[src/hdl/slt_pkg.sv]
package slt_pkg;
  // ---------------------------------------------------------------------------
  // Timing
  // ---------------------------------------------------------------------------
  localparam int          CLK_PERIOD_NS  = 8;
  localparam int          TICK_PERIOD_MS = 10;
  localparam int          TICK_CYCLES    = TICK_PERIOD_MS * 1000000 / CLK_PERIOD_NS;
  localparam logic [13:0] DELAY_MIN      = 14'h0001;
  localparam logic [13:0] DELAY_MAX      = 14'h270f;
  localparam logic [13:0] DELAY_RESET    = 14'h0064;
  localparam logic [1:0]  UNIT_RESET     = 2'h0;
  localparam logic [2:0]  EDGE_PREV_INIT = 3'h0;
  localparam logic [3:0]  NAND_PREV_INIT = 4'h0;

  // ---------------------------------------------------------------------------
  // Time units
  // ---------------------------------------------------------------------------
  typedef enum logic [1:0] {
    SLT_UNIT_SEC  = 2'h0,
    SLT_UNIT_MIN  = 2'h1,
    SLT_UNIT_HOUR = 2'h2
  } slt_unit_t;

  localparam logic [11:0] SCALE_SEC  = 12'h001;
  localparam logic [11:0] SCALE_MIN  = 12'h03c;
  localparam logic [11:0] SCALE_HOUR = 12'he10;

  // Hundredth-second ticks per delay step for the chosen unit
  function automatic logic [11:0] slt_scale(input logic [1:0] unit);
    case (unit)
      SLT_UNIT_MIN:  slt_scale = SCALE_MIN;
      SLT_UNIT_HOUR: slt_scale = SCALE_HOUR;
      default:       slt_scale = SCALE_SEC;
    endcase
  endfunction

  function automatic logic [13:0] slt_clamp(input logic [13:0] d);
    if (d < DELAY_MIN) slt_clamp = DELAY_MIN;
    else if (d > DELAY_MAX) slt_clamp = DELAY_MAX;
    else slt_clamp = d;
  endfunction
endpackage

[src/hdl/slt_blocks.sv]
`timescale 1ns/1ns
module slt_blocks
  import slt_pkg::*;
#(
  parameter int TICK_DIV = TICK_CYCLES
) (
  input  wire logic        core_clk,
  input  wire logic        sys_rst,
  input  wire logic        scan_strobe,
  input  wire logic        power_fail,
  input  wire logic [3:0]  nor_in,
  input  wire logic [3:0]  nand_in,
  input  wire logic [3:0]  nand_conn,
  output logic             nor_out,
  output logic             edge_qualified_result,
  input  wire logic        on_trigger_input,
  input  wire logic [13:0] on_delay,
  input  wire logic [1:0]  on_unit,
  output logic             on_delay_timer,
  input  wire logic        off_trigger_input,
  input  wire logic        off_trigger_conn,
  input  wire logic        off_clear,
  input  wire logic        off_clear_conn,
  input  wire logic [13:0] off_delay,
  input  wire logic [1:0]  off_unit,
  output logic             off_delay_timer,
  input  wire logic        tog_trigger_input,
  input  wire logic        tog_trigger_conn,
  input  wire logic        tog_clear,
  input  wire logic        tog_clear_conn,
  output logic             toggle_relay,
  input  wire logic        latch_set,
  input  wire logic        latch_clear,
  output logic             set_clear_latch
);

  // ---------------------------------------------------------------------------
  // Time base
  // ---------------------------------------------------------------------------
  // Tick runs free; timer phase error stays below one tick (10 ms)
  logic [31:0] tick_cnt;
  logic [31:0] next_tick_cnt;
  logic        tick;

  always_comb begin
    tick          = (tick_cnt == 32'(TICK_DIV - 1));
    next_tick_cnt = tick ? 32'h0 : tick_cnt + 32'h1;
  end

  always_ff @(posedge core_clk or posedge sys_rst) begin
    if (sys_rst) tick_cnt <= 32'h0;
    else         tick_cnt <= next_tick_cnt;
  end

  // ---------------------------------------------------------------------------
  // Scan evaluation
  // ---------------------------------------------------------------------------
  logic [3:0]  nand_eff;
  logic        off_trg;
  logic        off_rst;
  logic        tog_trg;
  logic        tog_rst;
  logic [3:0]  nand_prev;
  logic [2:0]  trig_prev;
  logic        started;
  logic [25:0] on_cnt;
  logic [25:0] off_cnt;
  logic        off_run;
  logic [25:0] on_limit;
  logic [25:0] off_limit;
  logic [3:0]  next_nand_prev;
  logic [2:0]  next_trig_prev;
  logic        next_started;
  logic [25:0] next_on_cnt;
  logic [25:0] next_off_cnt;
  logic        next_off_run;
  logic        next_nor_out;
  logic        next_eqr;
  logic        next_on_out;
  logic        next_off_out;
  logic        next_toggle;
  logic        next_latch;

  always_comb begin
    nand_eff  = nand_in | ~nand_conn;
    off_trg   = off_trigger_input & off_trigger_conn;
    off_rst   = off_clear & off_clear_conn;
    tog_trg   = tog_trigger_input & tog_trigger_conn;
    tog_rst   = tog_clear & tog_clear_conn;
    // Delay held in hundredths; scaled to ticks by unit
    on_limit  = 26'(slt_clamp(on_delay)) * 26'(slt_scale(on_unit));
    off_limit = 26'(slt_clamp(off_delay)) * 26'(slt_scale(off_unit));

    next_nand_prev = nand_prev;
    next_trig_prev = trig_prev;
    next_started   = started;
    next_on_cnt    = on_cnt;
    next_off_cnt   = off_cnt;
    next_off_run   = off_run;
    next_nor_out   = nor_out;
    next_eqr       = edge_qualified_result;
    next_on_out    = on_delay_timer;
    next_off_out   = off_delay_timer;
    next_toggle    = toggle_relay;
    next_latch     = set_clear_latch;

    if (scan_strobe) begin
      next_nor_out = ~|nor_in;
      next_eqr     = (&nand_prev) & ~(&nand_eff);
      next_nand_prev = nand_eff;
      next_trig_prev = {tog_trg, off_trg, on_trigger_input};
      next_started   = 1'b1;

      // On-delay
      if (!on_trigger_input) begin
        next_on_cnt = 26'h0;
        next_on_out = 1'b0;
      end else if (!trig_prev[0]) begin
        next_on_cnt = 26'h0;
      end else if (on_cnt >= on_limit) begin
        next_on_out = 1'b1;
      end

      // Off-delay
      if (off_rst) begin
        next_off_out = 1'b0;
        next_off_run = 1'b0;
        next_off_cnt = 26'h0;
      end else if (off_trg) begin
        next_off_out = 1'b1;
        next_off_run = 1'b0;
        next_off_cnt = 26'h0;
      end else if (trig_prev[1]) begin
        next_off_run = 1'b1;
        next_off_cnt = 26'h0;
      end else if (off_run && off_cnt >= off_limit) begin
        next_off_out = 1'b0;
        next_off_run = 1'b0;
        next_off_cnt = 26'h0;
      end

      // Toggle: first scan sees previous trigger as low
      if (tog_rst) begin
        next_toggle = 1'b0;
      end else if (tog_trg && (!trig_prev[2] || !started)) begin
        next_toggle = ~toggle_relay;
      end

      if (latch_clear)     next_latch = 1'b0;
      else if (latch_set)  next_latch = 1'b1;
    end

    // Timers advance on ticks between scans
    if (tick) begin
      if (on_trigger_input && on_cnt < on_limit) next_on_cnt = next_on_cnt + 26'h1;
      if (off_run && off_cnt < off_limit)        next_off_cnt = next_off_cnt + 26'h1;
    end

    if (power_fail) begin
      next_toggle = 1'b0;
    end
  end

  always_ff @(posedge core_clk or posedge sys_rst) begin
    if (sys_rst) begin
      nand_prev             <= NAND_PREV_INIT;
      trig_prev             <= EDGE_PREV_INIT;
      started               <= 1'b0;
      on_cnt                <= 26'h0;
      off_cnt               <= 26'h0;
      off_run               <= 1'b0;
      nor_out               <= 1'b0;
      edge_qualified_result <= 1'b0;
      on_delay_timer        <= 1'b0;
      off_delay_timer       <= 1'b0;
      toggle_relay          <= 1'b0;
      set_clear_latch       <= 1'b0;
    end else begin
      nand_prev             <= next_nand_prev;
      trig_prev             <= next_trig_prev;
      started               <= next_started;
      on_cnt                <= next_on_cnt;
      off_cnt               <= next_off_cnt;
      off_run               <= next_off_run;
      nor_out               <= next_nor_out;
      edge_qualified_result <= next_eqr;
      on_delay_timer        <= next_on_out;
      off_delay_timer       <= next_off_out;
      toggle_relay          <= next_toggle;
      set_clear_latch       <= next_latch;
    end
  end
endmodule

[config.mk]
export PLATFORM = sky130hd
export DESIGN_NAME = slt_blocks
export DESIGN_NICKNAME = d
export VERILOG_FILES = /design/src/hdl/slt_pkg.sv /design/src/hdl/slt_blocks.sv
export SDC_FILE = /design/constraint.sdc
export NUM_CORES = 1
export LEC_CHECK = 0
export BUFFER_PORTS_ARGS = -buffer_cell sky130_fd_sc_hd__buf_2
export CAP_MARGIN = 25
export CELL_PAD_IN_SITES_DETAIL_PLACEMENT = 0
export CELL_PAD_IN_SITES_GLOBAL_PLACEMENT = 2
export CORE_AREA = 2 2 184 186
export DETAILED_ROUTE_END_ITERATION = 8
export DIE_AREA = 0 0 186 188
export PLACE_DENSITY = 0.9
export SYNTH_ARGS = -nofsm -noshare
export SYNTH_HDL_FRONTEND = slang
export SYNTH_SLANG_ARGS = --single-unit
export TNS_END_PERCENT = 100
[constraint.sdc]
create_clock -name core_clk -period 4.8 [get_ports core_clk]
set_input_delay 0.96 -clock core_clk [delete_from_list [all_inputs] [get_ports core_clk]]
set_output_delay 0.96 -clock core_clk [all_outputs]
set_load 0.02 [all_outputs]
Word-level counts from Yosys, hierarchy flattened
Index checks and enable logic that the tools add are counted.
- eq/ne operators: 8
- order comparisons: 8
- bitwise operators: 9
- $mul: 2
- add/sub/neg operators: 3
- mux-type cells: 35
- reductions and logical operators: 21
- operators by type and width (cell ; number):
    $mux W26 ; 12
    $mux W14 ; 4
    $add A26 B1 Y26 const B ; 2
    $ge A26 B26 Y1 ; 2
    $lt A26 B26 Y1 ; 2
    $mul A14 B12 Y26 ; 2
    $pmux W12 S2 ; 2
    $add A32 B1 Y32 const B ; 1
    $eq A32 B21 Y1 const B ; 1
    $mux W32 ; 1
    $gt A14 B14 Y1 const B ; 2
    $lt A14 B1 Y1 const B ; 2
    $mux W1 ; 16
    $reduce_and A4 Y1 ; 2
    $reduce_and A2 Y1 ; 3
    $reduce_and A3 Y1 ; 2
    $reduce_bool A3 Y1 ; 2
    $and A1 B1 Y1 ; 5
    $eq A2 B1 Y1 const B ; 2
    $eq A2 B2 Y1 const B ; 2
    $logic_and A1 B1 Y1 ; 4
    $ne A2 B1 Y1 const B ; 2
    $not A4 Y4 ; 1
    $or A4 B4 Y4 ; 1
    other kinds (7) ; 11
- output and inout bits: 6
- input bits: 59
- logic and storage cells: 99
- bits in registers: 99

Longest topological paths before layout
Gate-level depths: netlist of run 1.
- depth in word-level cells: 14
- mapped depth: 39
- depth with buffers taken out: 39

Worst setup path before layout of run 1
OpenSTA, ideal clock, no wires.
- kind: input to register
- start: input port off_delay[7]
- end: register off_cnt[16]
- library setup time: 121 ps
- path buffers: 1
- data arrival time: 8478 ps
- slack: -3799 ps
- stages: 38
- required time: 4679 ps
- cells stage by stage: nor4_1 > nand2_1 > and3_1 > clkbuf_1 > o21ai_0 > inv_1 > ha_1 > or2_2 > ha_1 > inv_1 > fa_1 > inv_1 > fa_1 > inv_1 > fa_1 > inv_1 > ha_1 > nor4_1 > [2 not listed] > o31ai_1 > a31oi_1 > o211ai_1 > o211ai_1 > xnor2_1 > ha_1 > nand4_1 > or4_1 > o21ai_1 > nor2_1 > a21oi_2 > nor2b_1 > ha_1 > nand2_1 > nor3_1 > nand3_1 > xor2_1 > nor2_1
- word-level cells in the longest chain between the ends: 14
- RTL lines (what ; line ; text):
    start: declaration ; slt_blocks.sv:24 ; input wire logic [13:0] off_delay,
    $gt A14 B14 Y1 ; slt_pkg.sv:39 ; else if (d > DELAY_MAX) slt_clamp = DELAY_MAX;
    $mux W14 ; slt_pkg.sv:39 ;
    $mux W14 * ; slt_pkg.sv:38 ; if (d < DELAY_MIN) slt_clamp = DELAY_MIN;
    $mul A14 B12 Y26 * ; slt_blocks.sv:92 ; off_limit = 26'(slt_clamp(off_delay)) * 26'(slt_scale(off_unit));
    $ge A26 B26 Y1 ; slt_blocks.sv:136 ; end else if (off_run && off_cnt >= off_limit) begin
    $logic_and A1 B1 Y1 ; slt_blocks.sv:136 ;
    $mux W26 ; slt_blocks.sv:136 ;
    $mux W26 ; slt_blocks.sv:133 ; end else if (trig_prev[1]) begin
    $mux W26 ; slt_blocks.sv:129 ; end else if (off_trg) begin
    $mux W26 ; slt_blocks.sv:125 ; if (off_rst) begin
    $mux W26 ; slt_blocks.sv:107 ; if (scan_strobe) begin
    $add A26 B1 Y26 ; slt_blocks.sv:156 ; if (off_run && off_cnt < off_limit) next_off_cnt = next_off_cnt + 26'h1;
    $mux W26 ; slt_blocks.sv:156 ;
    $mux W26 * ; slt_blocks.sv:154 ; if (tick) begin
    via next_off_cnt[16] ; slt_blocks.sv:75 ; logic [25:0] next_off_cnt;
    end signal: assignment ; slt_blocks.sv:183 ; off_cnt <= next_off_cnt;
    end: declaration ; slt_blocks.sv:67 ; logic [25:0] off_cnt;
Mark *: on every way through the listed nets, which the timed path passes. The rest lies on a longest branch.
A chain may end at the register's enable or synchronous reset.

Worst setup path after layout of run 1
- start: input port off_delay[6]
- end: register off_cnt[8]
Same word-level chain as after synthesis.

==> results of run 1 <==
path summary, 6_finish.rpt:
kind | start | slack, ns | endpoint
setup / recovery | off_delay[6] | -3.32 | off_cnt[8]
hold / removal | sys_rst | 0.48 | tick_cnt[28]
setup reg to reg | off_cnt[14] | 1.83 | off_cnt[8]
hold reg to reg | tick_cnt[31] | 0.48 | tick_cnt[31]
max in group asynchronous | sys_rst | 3.39 | started
min in group core_clk | tick_cnt[31] | 0.48 | tick_cnt[31]
cell type report:
class	count	area, sq um
fillers	2936	14040
clock inverters	6	105.1
inverters	288	1084
clock buffers	9	225.2
flip-flops and latches	99	2477
well taps	448	560.5
multi-input cells	1192	11750
repair buffers	380	2873
power by group through the flow:
stage                     registers (mW)  logic [mW]  clock network [mW]
after global placement             0.870        2.84                   0
after floorplan                    0.875        1.85                   0
final                              0.855        3.11               0.814
after CTS                          0.855        3.03               0.831
after detailed placement           0.870        2.89                   0
after global routing               0.856        3.52               0.867
cell usage in the layout (no fill, tap or decap), drive strengths merged, types with 30 or more instances in the layout:
master / n
xor2: 53
a21oi: 58
ha: 255
xnor2: 50
nand4: 47
nor2: 101
dfrtp: 99
inv: 288
and3: 46
buf: 379
nor2b: 43
and2: 30
nand2: 92
nand3: 46
fa: 127
o21ai: 42
stage by stage:
stage | instances | TNS, ns | instance area (sq um)
6_report | 2422 | -164.48 | 19080
5_1_grt | 2422 | -181.25 | 19080
4_1_cts | 2405 | -164.27 | 18620
2_1_floorplan | 1608 | -153.78 | 14890
3_5_place_dp | 2357 | -192.25 | 17640
3_3_place_gp | 2357 | -187.57 | 17640
worst max-delay path, delay by kind of cell:
kind            cells  cell delay [ns]
compound gates      8             1.44
xor+xnor            2             0.22
buf+inv            10             0.85
simple gates       13             2.24
fa+ha+maj           8             2.63
flip-flops by register name (all words and copies together), names as in the netlist:
register and count:
tick_cnt 32, off_cnt 26, on_cnt 26, nand_prev 4, trig_prev 3, edge_qualified_result 1, nor_out 1, off_delay_timer 1
off_run 1, on_delay_timer 1, set_clear_latch 1, started 1, toggle_relay 1
per-layer routing:
metal | track usage, % | vias up | wire (um)
li1 | - | 6078 | -
met1 | 25.32 | 5913 | 14690
met2 | 37.99 | 140 | 19000
met3 | 1.981 | 41 | 762
met4 | 4.482 | 0 | 551
met5 | 0 | - | 0
what timing repair did:
item,4_1_cts,5_1_grt
setup endpoints to repair,55,55
setup buffers,30,17
pin swaps,95,86
gates cloned,3,2
resized for setup,95,65
cell families after synthesis:
logic type / count (synthesis) / share of synthesized area [%]
simple gates: 488 / 18.11
fa+ha+maj: 382 / 39.80
buf+inv: 319 / 8.346
compound gates: 200 / 9.041
xor+xnor: 103 / 6.262
flops: 99 / 17.20
mux: 17 / 1.251
==> reports/metrics.cfg, run 1 <==
[outcome]
status=complete, but fails checks
failed_checks=setup timing

[drt]
drc=0
drtIter0Drc=422
dr_total_vias=12170
wl_um=35000
dr.pass1.iters=5
ant_nets=0
wire_per_inst_um=14.45
vias_per_cell=5.026

[synth]
synth.yosys.seq_area_share_pct=17.20
synth_area_sq_um=14410
synth_common_cells=inv_1 (288), ha_1 (255), fa_1 (127)
post-synth-top-count-cell=inv_1
ys_async_sr_fraction_pct=100.0
synth.area.top_cells=ha_1 (22%), fa_1 (18%), dfrtp_1 (17%)
synth_edf_count=0
yosys.area.top_type=ha_1
syn_inst=1608
synth_flop_cell=dfrtp_1
synth_area_per_cell_sq_um=8.959
syn_nets=2049
post_synth_num_cell_types=67
yosysWarningCount=0
ys_seq_elements=99
yosys.area.top_type_share_pct=22.15

[placement]
hpwl_um=28410
post-place-ws_ns=-3.842
gp_congestion=0.8697
io_buffers=64

[clock_tree]
htree_levels=3
clock_sinks=99
clkTransAtPathRegs_ns=0.07
numCtsBuffers=9
tritoncts=yes
root_buffer=clkbuf_16
hold_buffers=0
cts_buffer_depth=2
clock_latency_ns=0.35

[global_route]
grt-ovfl-total=0
grt_max_degree=76
track_usage_pct=20.45
grt_pass1_wl_um=58650
grt_pass1_vias=12680
grt_antenna_before_repair=0

[worst_setup_path]
crit_path_end_kind=register
cp.arrival_ns=8.37
cp-start-kind=primary input
crit_path_top_delay_cell=fa_1
crit_type=in -> reg
critPathMaxFanout=7
cp_common_cell=inv_2
cpPeakStageDelay_ns=0.55
cp_data_required_time_ns=5.05
r2r_cells=13

[final_layout]
syn2layout_area_growth_pct=32.42
utilization_pct=57.61
drive_gt1_share_pct=29.74
antennaDiodeCount=0
fin_nets=2411

[sta]
hold_viol=0
worst_hold_slack_ns=0.4758
worst_slack_ns=-3.321
max_freq_mhz=123.1
rsz0062_at_grt=yes
slew_violations=0
min_period_ns=8.121
relSlewSlack_pct=59.53
setup_viol=55
period_share_pct=169.2
fin_worst_skew_ns=0.008210
tightest_slew_ns=0.6048

[power_and_ir_drop]
power_leakage_nw=10.36
power_mw=4.782
vdd_drop_max_v=0.0001668
cellPowerDensity_nw_per_um2=250.7
clkPwrFrac_pct=17.0
p_comb_share_pct=65.1
switchingPower_mw=1.911
seqPwrFrac_pct=17.9
intPower_mw=2.872
swShare_pct=39.96

[min_path]
min_path_type=in -> async

[floorplan]
die_h_um=188
design.core.area_sq_um=33110
die-width_um=186
dieArea_sq_um=34970
num_rows=67
initial_core_util_pct=43.51
pin_count=65

[flow_run]
maxCapViolCount=0

(Power assumes the default switching activity.)
==> run 2, diff against run 1 <==
- ABC_AREA: not set -> 1
- BUFFER_PORTS_ARGS: -buffer_cell sky130_fd_sc_hd__buf_2 -> -buffer_cell sky130_fd_sc_hd__clkbuf_2
- CORE_AREA: 2 2 184 186 -> 2 2 193 195
- DIE_AREA: 0 0 186 188 -> 0 0 195 197
==> run 2 against run 1 <==
Compared with the run above: the run still ends with setup timing left; clock power fell by 6.8%; critical path depth up 8; synthesized area increased by 4.2%; combinational power increased by 18%; cell area is 8.4% higher; routed wire length up 6.5%.
==> reports/metrics.cfg, run 2 <==
[sta]
min_period_ns=7.623
slew_violations=0
tightest_slew_ns=0.6285
relSlewSlack_pct=58.10
worst_slack_ns=-2.823
period_share_pct=158.8
max_freq_mhz=131.2
fin_setup_tns_ns=-136.82
rsz0062_at_grt=yes
setup_viol=55
hold_viol=0
fin_worst_skew_ns=0.01200

[drt]
ant_nets=0
dr.pass1.iters=4
wl_um=37270
dr_total_vias=13560
drtIter0Drc=518
drc=0
vias_per_cell=4.785
wire_per_inst_um=13.15

[synth]
post_synth_num_cell_types=55
synth.area.top_cells=ha_1 (21%), fa_1 (17%), dfrtp_1 (17%)
synth.yosys.seq_area_share_pct=16.51
synth_common_cells=inv_1 (454), nand2_1 (272), ha_1 (255)
synth_edf_count=0
syn_inst=1930
synth_flop_cell=dfrtp_1
yosys.area.top_type=ha_1
synth_area_sq_um=15000
yosysWarningCount=0
ys_seq_elements=99
yosys.area.top_type_share_pct=21.26
syn_nets=2371
post-synth-top-count-cell=inv_1
ys_async_sr_fraction_pct=100.0
synth_area_per_cell_sq_um=7.774

[final_layout]
antennaDiodeCount=0
final_area_sq_um=20670
final_cells=2834
largest_register_ffs=32
syn2layout_area_growth_pct=37.79
utilization_pct=57.02
drive_gt1_share_pct=31.70
largest-register=tick_cnt
top_regs=tick_cnt: 32 flops, off_cnt: 26 flops, on_cnt: 26 flops
final_common_cell=inv_1
mostFrequentLayoutCells=inv_1 (423), buf_4 (336), ha_1 (229)
fin_nets=2802

[worst_setup_path]
r2r_end=off_cnt[2]
crit_type=in -> reg
cpPeakStageDelay_ns=0.49
crit_family=adder cells
cp.arrival_ns=7.91
r2r_cells=21
regToRegSetupSlack_ns=1.91
r2r_start=off_cnt[9]
crit_path_top_delay_cell=fa_1
crit_path_end_kind=register
critPathBufInv=13
cp_data_required_time_ns=5.09
cp-start-kind=primary input
critPathMaxFanout=4

[power_and_ir_drop]
vdd_drop_max_v=0.0001590
cellPowerDensity_nw_per_um2=255.6
power_leakage_nw=11.18

[floorplan]
initial_core_util_pct=41.38
design.core.area_sq_um=36260
die_h_um=197
num_rows=70
dieArea_sq_um=38420
die-width_um=195
pin_count=65

[placement]
hpwl_um=31440
post_dp_cell_area_sq_um=18850
dp_cells=2759
io_buffers=64
gp_congestion=0.8771

[global_route]
grt_max_degree=51
grt_pass1_wl_um=63930
track_usage_pct=20.02
grt_pass1_vias=13780
grt_antenna_before_repair=0
grt-ovfl-total=0

[clock_tree]
numCtsBuffers=9
root_buffer=clkbuf_16
clock_latency_ns=0.36
clkTransAtPathRegs_ns=0.08
cts_buffer_depth=2
clock_sinks=99
hold_buffers=0
tritoncts=yes
htree_levels=3

[min_path]
min-delay-start=tick_cnt[0]
hold_end=tick_cnt[0]
hold_depth=1
min_path_type=reg -> reg

[outcome]
status=complete, but fails checks
failed_checks=setup timing

[flow_run]
maxCapViolCount=0

-- run 2: cell count changes after synthesis, moves of 39 or more --
cell	previous run	this run
nand2_1	91	272
nand3_1	45	84
nor2_1	101	218
inv_1	288	454
nor2b_1	43	0
and3_1	43	1
-- run 2: what timing repair did --
action                     in CTS  in global routing
setup buffers                  34                 28
gates cloned                    2                  0
setup endpoints to repair      55                 55
gates resized for setup       111                150
pin swaps                     107                 88
-- run 2: cell families (layout without fill, tap and decap cells) --
logic type / count (synthesis) / after routing / share of synthesized area (%)
simple gates: 690 / 690 / 20.61
buf+inv: 479 / 915 / 12.14
fa+ha+maj: 382 / 382 / 38.21
compound gates: 183 / 183 / 6.871
flops: 99 / 99 / 16.51
xor+xnor: 97 / 97 / 5.662
-- run 2: layout make-up --
| type | count | area, sq um |
|---|---|---|
| well taps | 468 | 585.6 |
| fillers | 3313 | 15580 |
| clock buffers | 10 | 229.0 |
| flip-flops and latches | 99 | 2477 |
| multi-input cells | 1352 | 12110 |
| clock inverters | 6 | 70.07 |
| repair inverters | 2 | 20.02 |
| repair buffers | 436 | 3406 |
| inverters | 461 | 1774 |
-- run 2: per-layer routing --
| layer | share of wire (%) | track usage [%] |
|---|---|---|
| met1 | 44 | 25.45 |
| met2 | 53 | 37.55 |
| met4 | 0.98 | 2.658 |
| met5 | 0 | 0 |
| met3 | 1.8 | 1.968 |
-- run 2: metrics by stage --
step / power (mW) / worst slack, ns / hold slack, ns
after detailed placement: 4.195 / -3.545 / 0.4564
after global routing: 5.824 / -3.298 / 0.4982
after global placement: 4.142 / -3.458 / 0.4495
after CTS: 5.181 / -2.754 / 0.4664
final: 5.285 / -2.823 / 0.4637
after floorplan: 2.974 / -3.192 / 0.4227
-- run 2: worst max-delay path by stage --
stage	endpoint	slack [ns]	cells past startpoint	startpoint
after detailed placement	off_cnt[20]	-3.55	47	off_delay[11]
after CTS	off_cnt[20]	-2.75	52	off_delay[12]
final	off_cnt[2]	-2.82	49	off_delay[8]
after global placement	off_cnt[20]	-3.46	45	off_delay[11]
after global routing	off_cnt[20]	-3.30	49	off_delay[8]
after floorplan	off_cnt[20]	-3.19	52	off_delay[11]
-- run 2: power by group --
part	internal (mW)	switching, mW	total (mW)
combinational	1.82	1.85	3.67
clock	0.411	0.348	0.759
sequential	0.844	0.00676	0.851
total	3.08	2.21	5.29
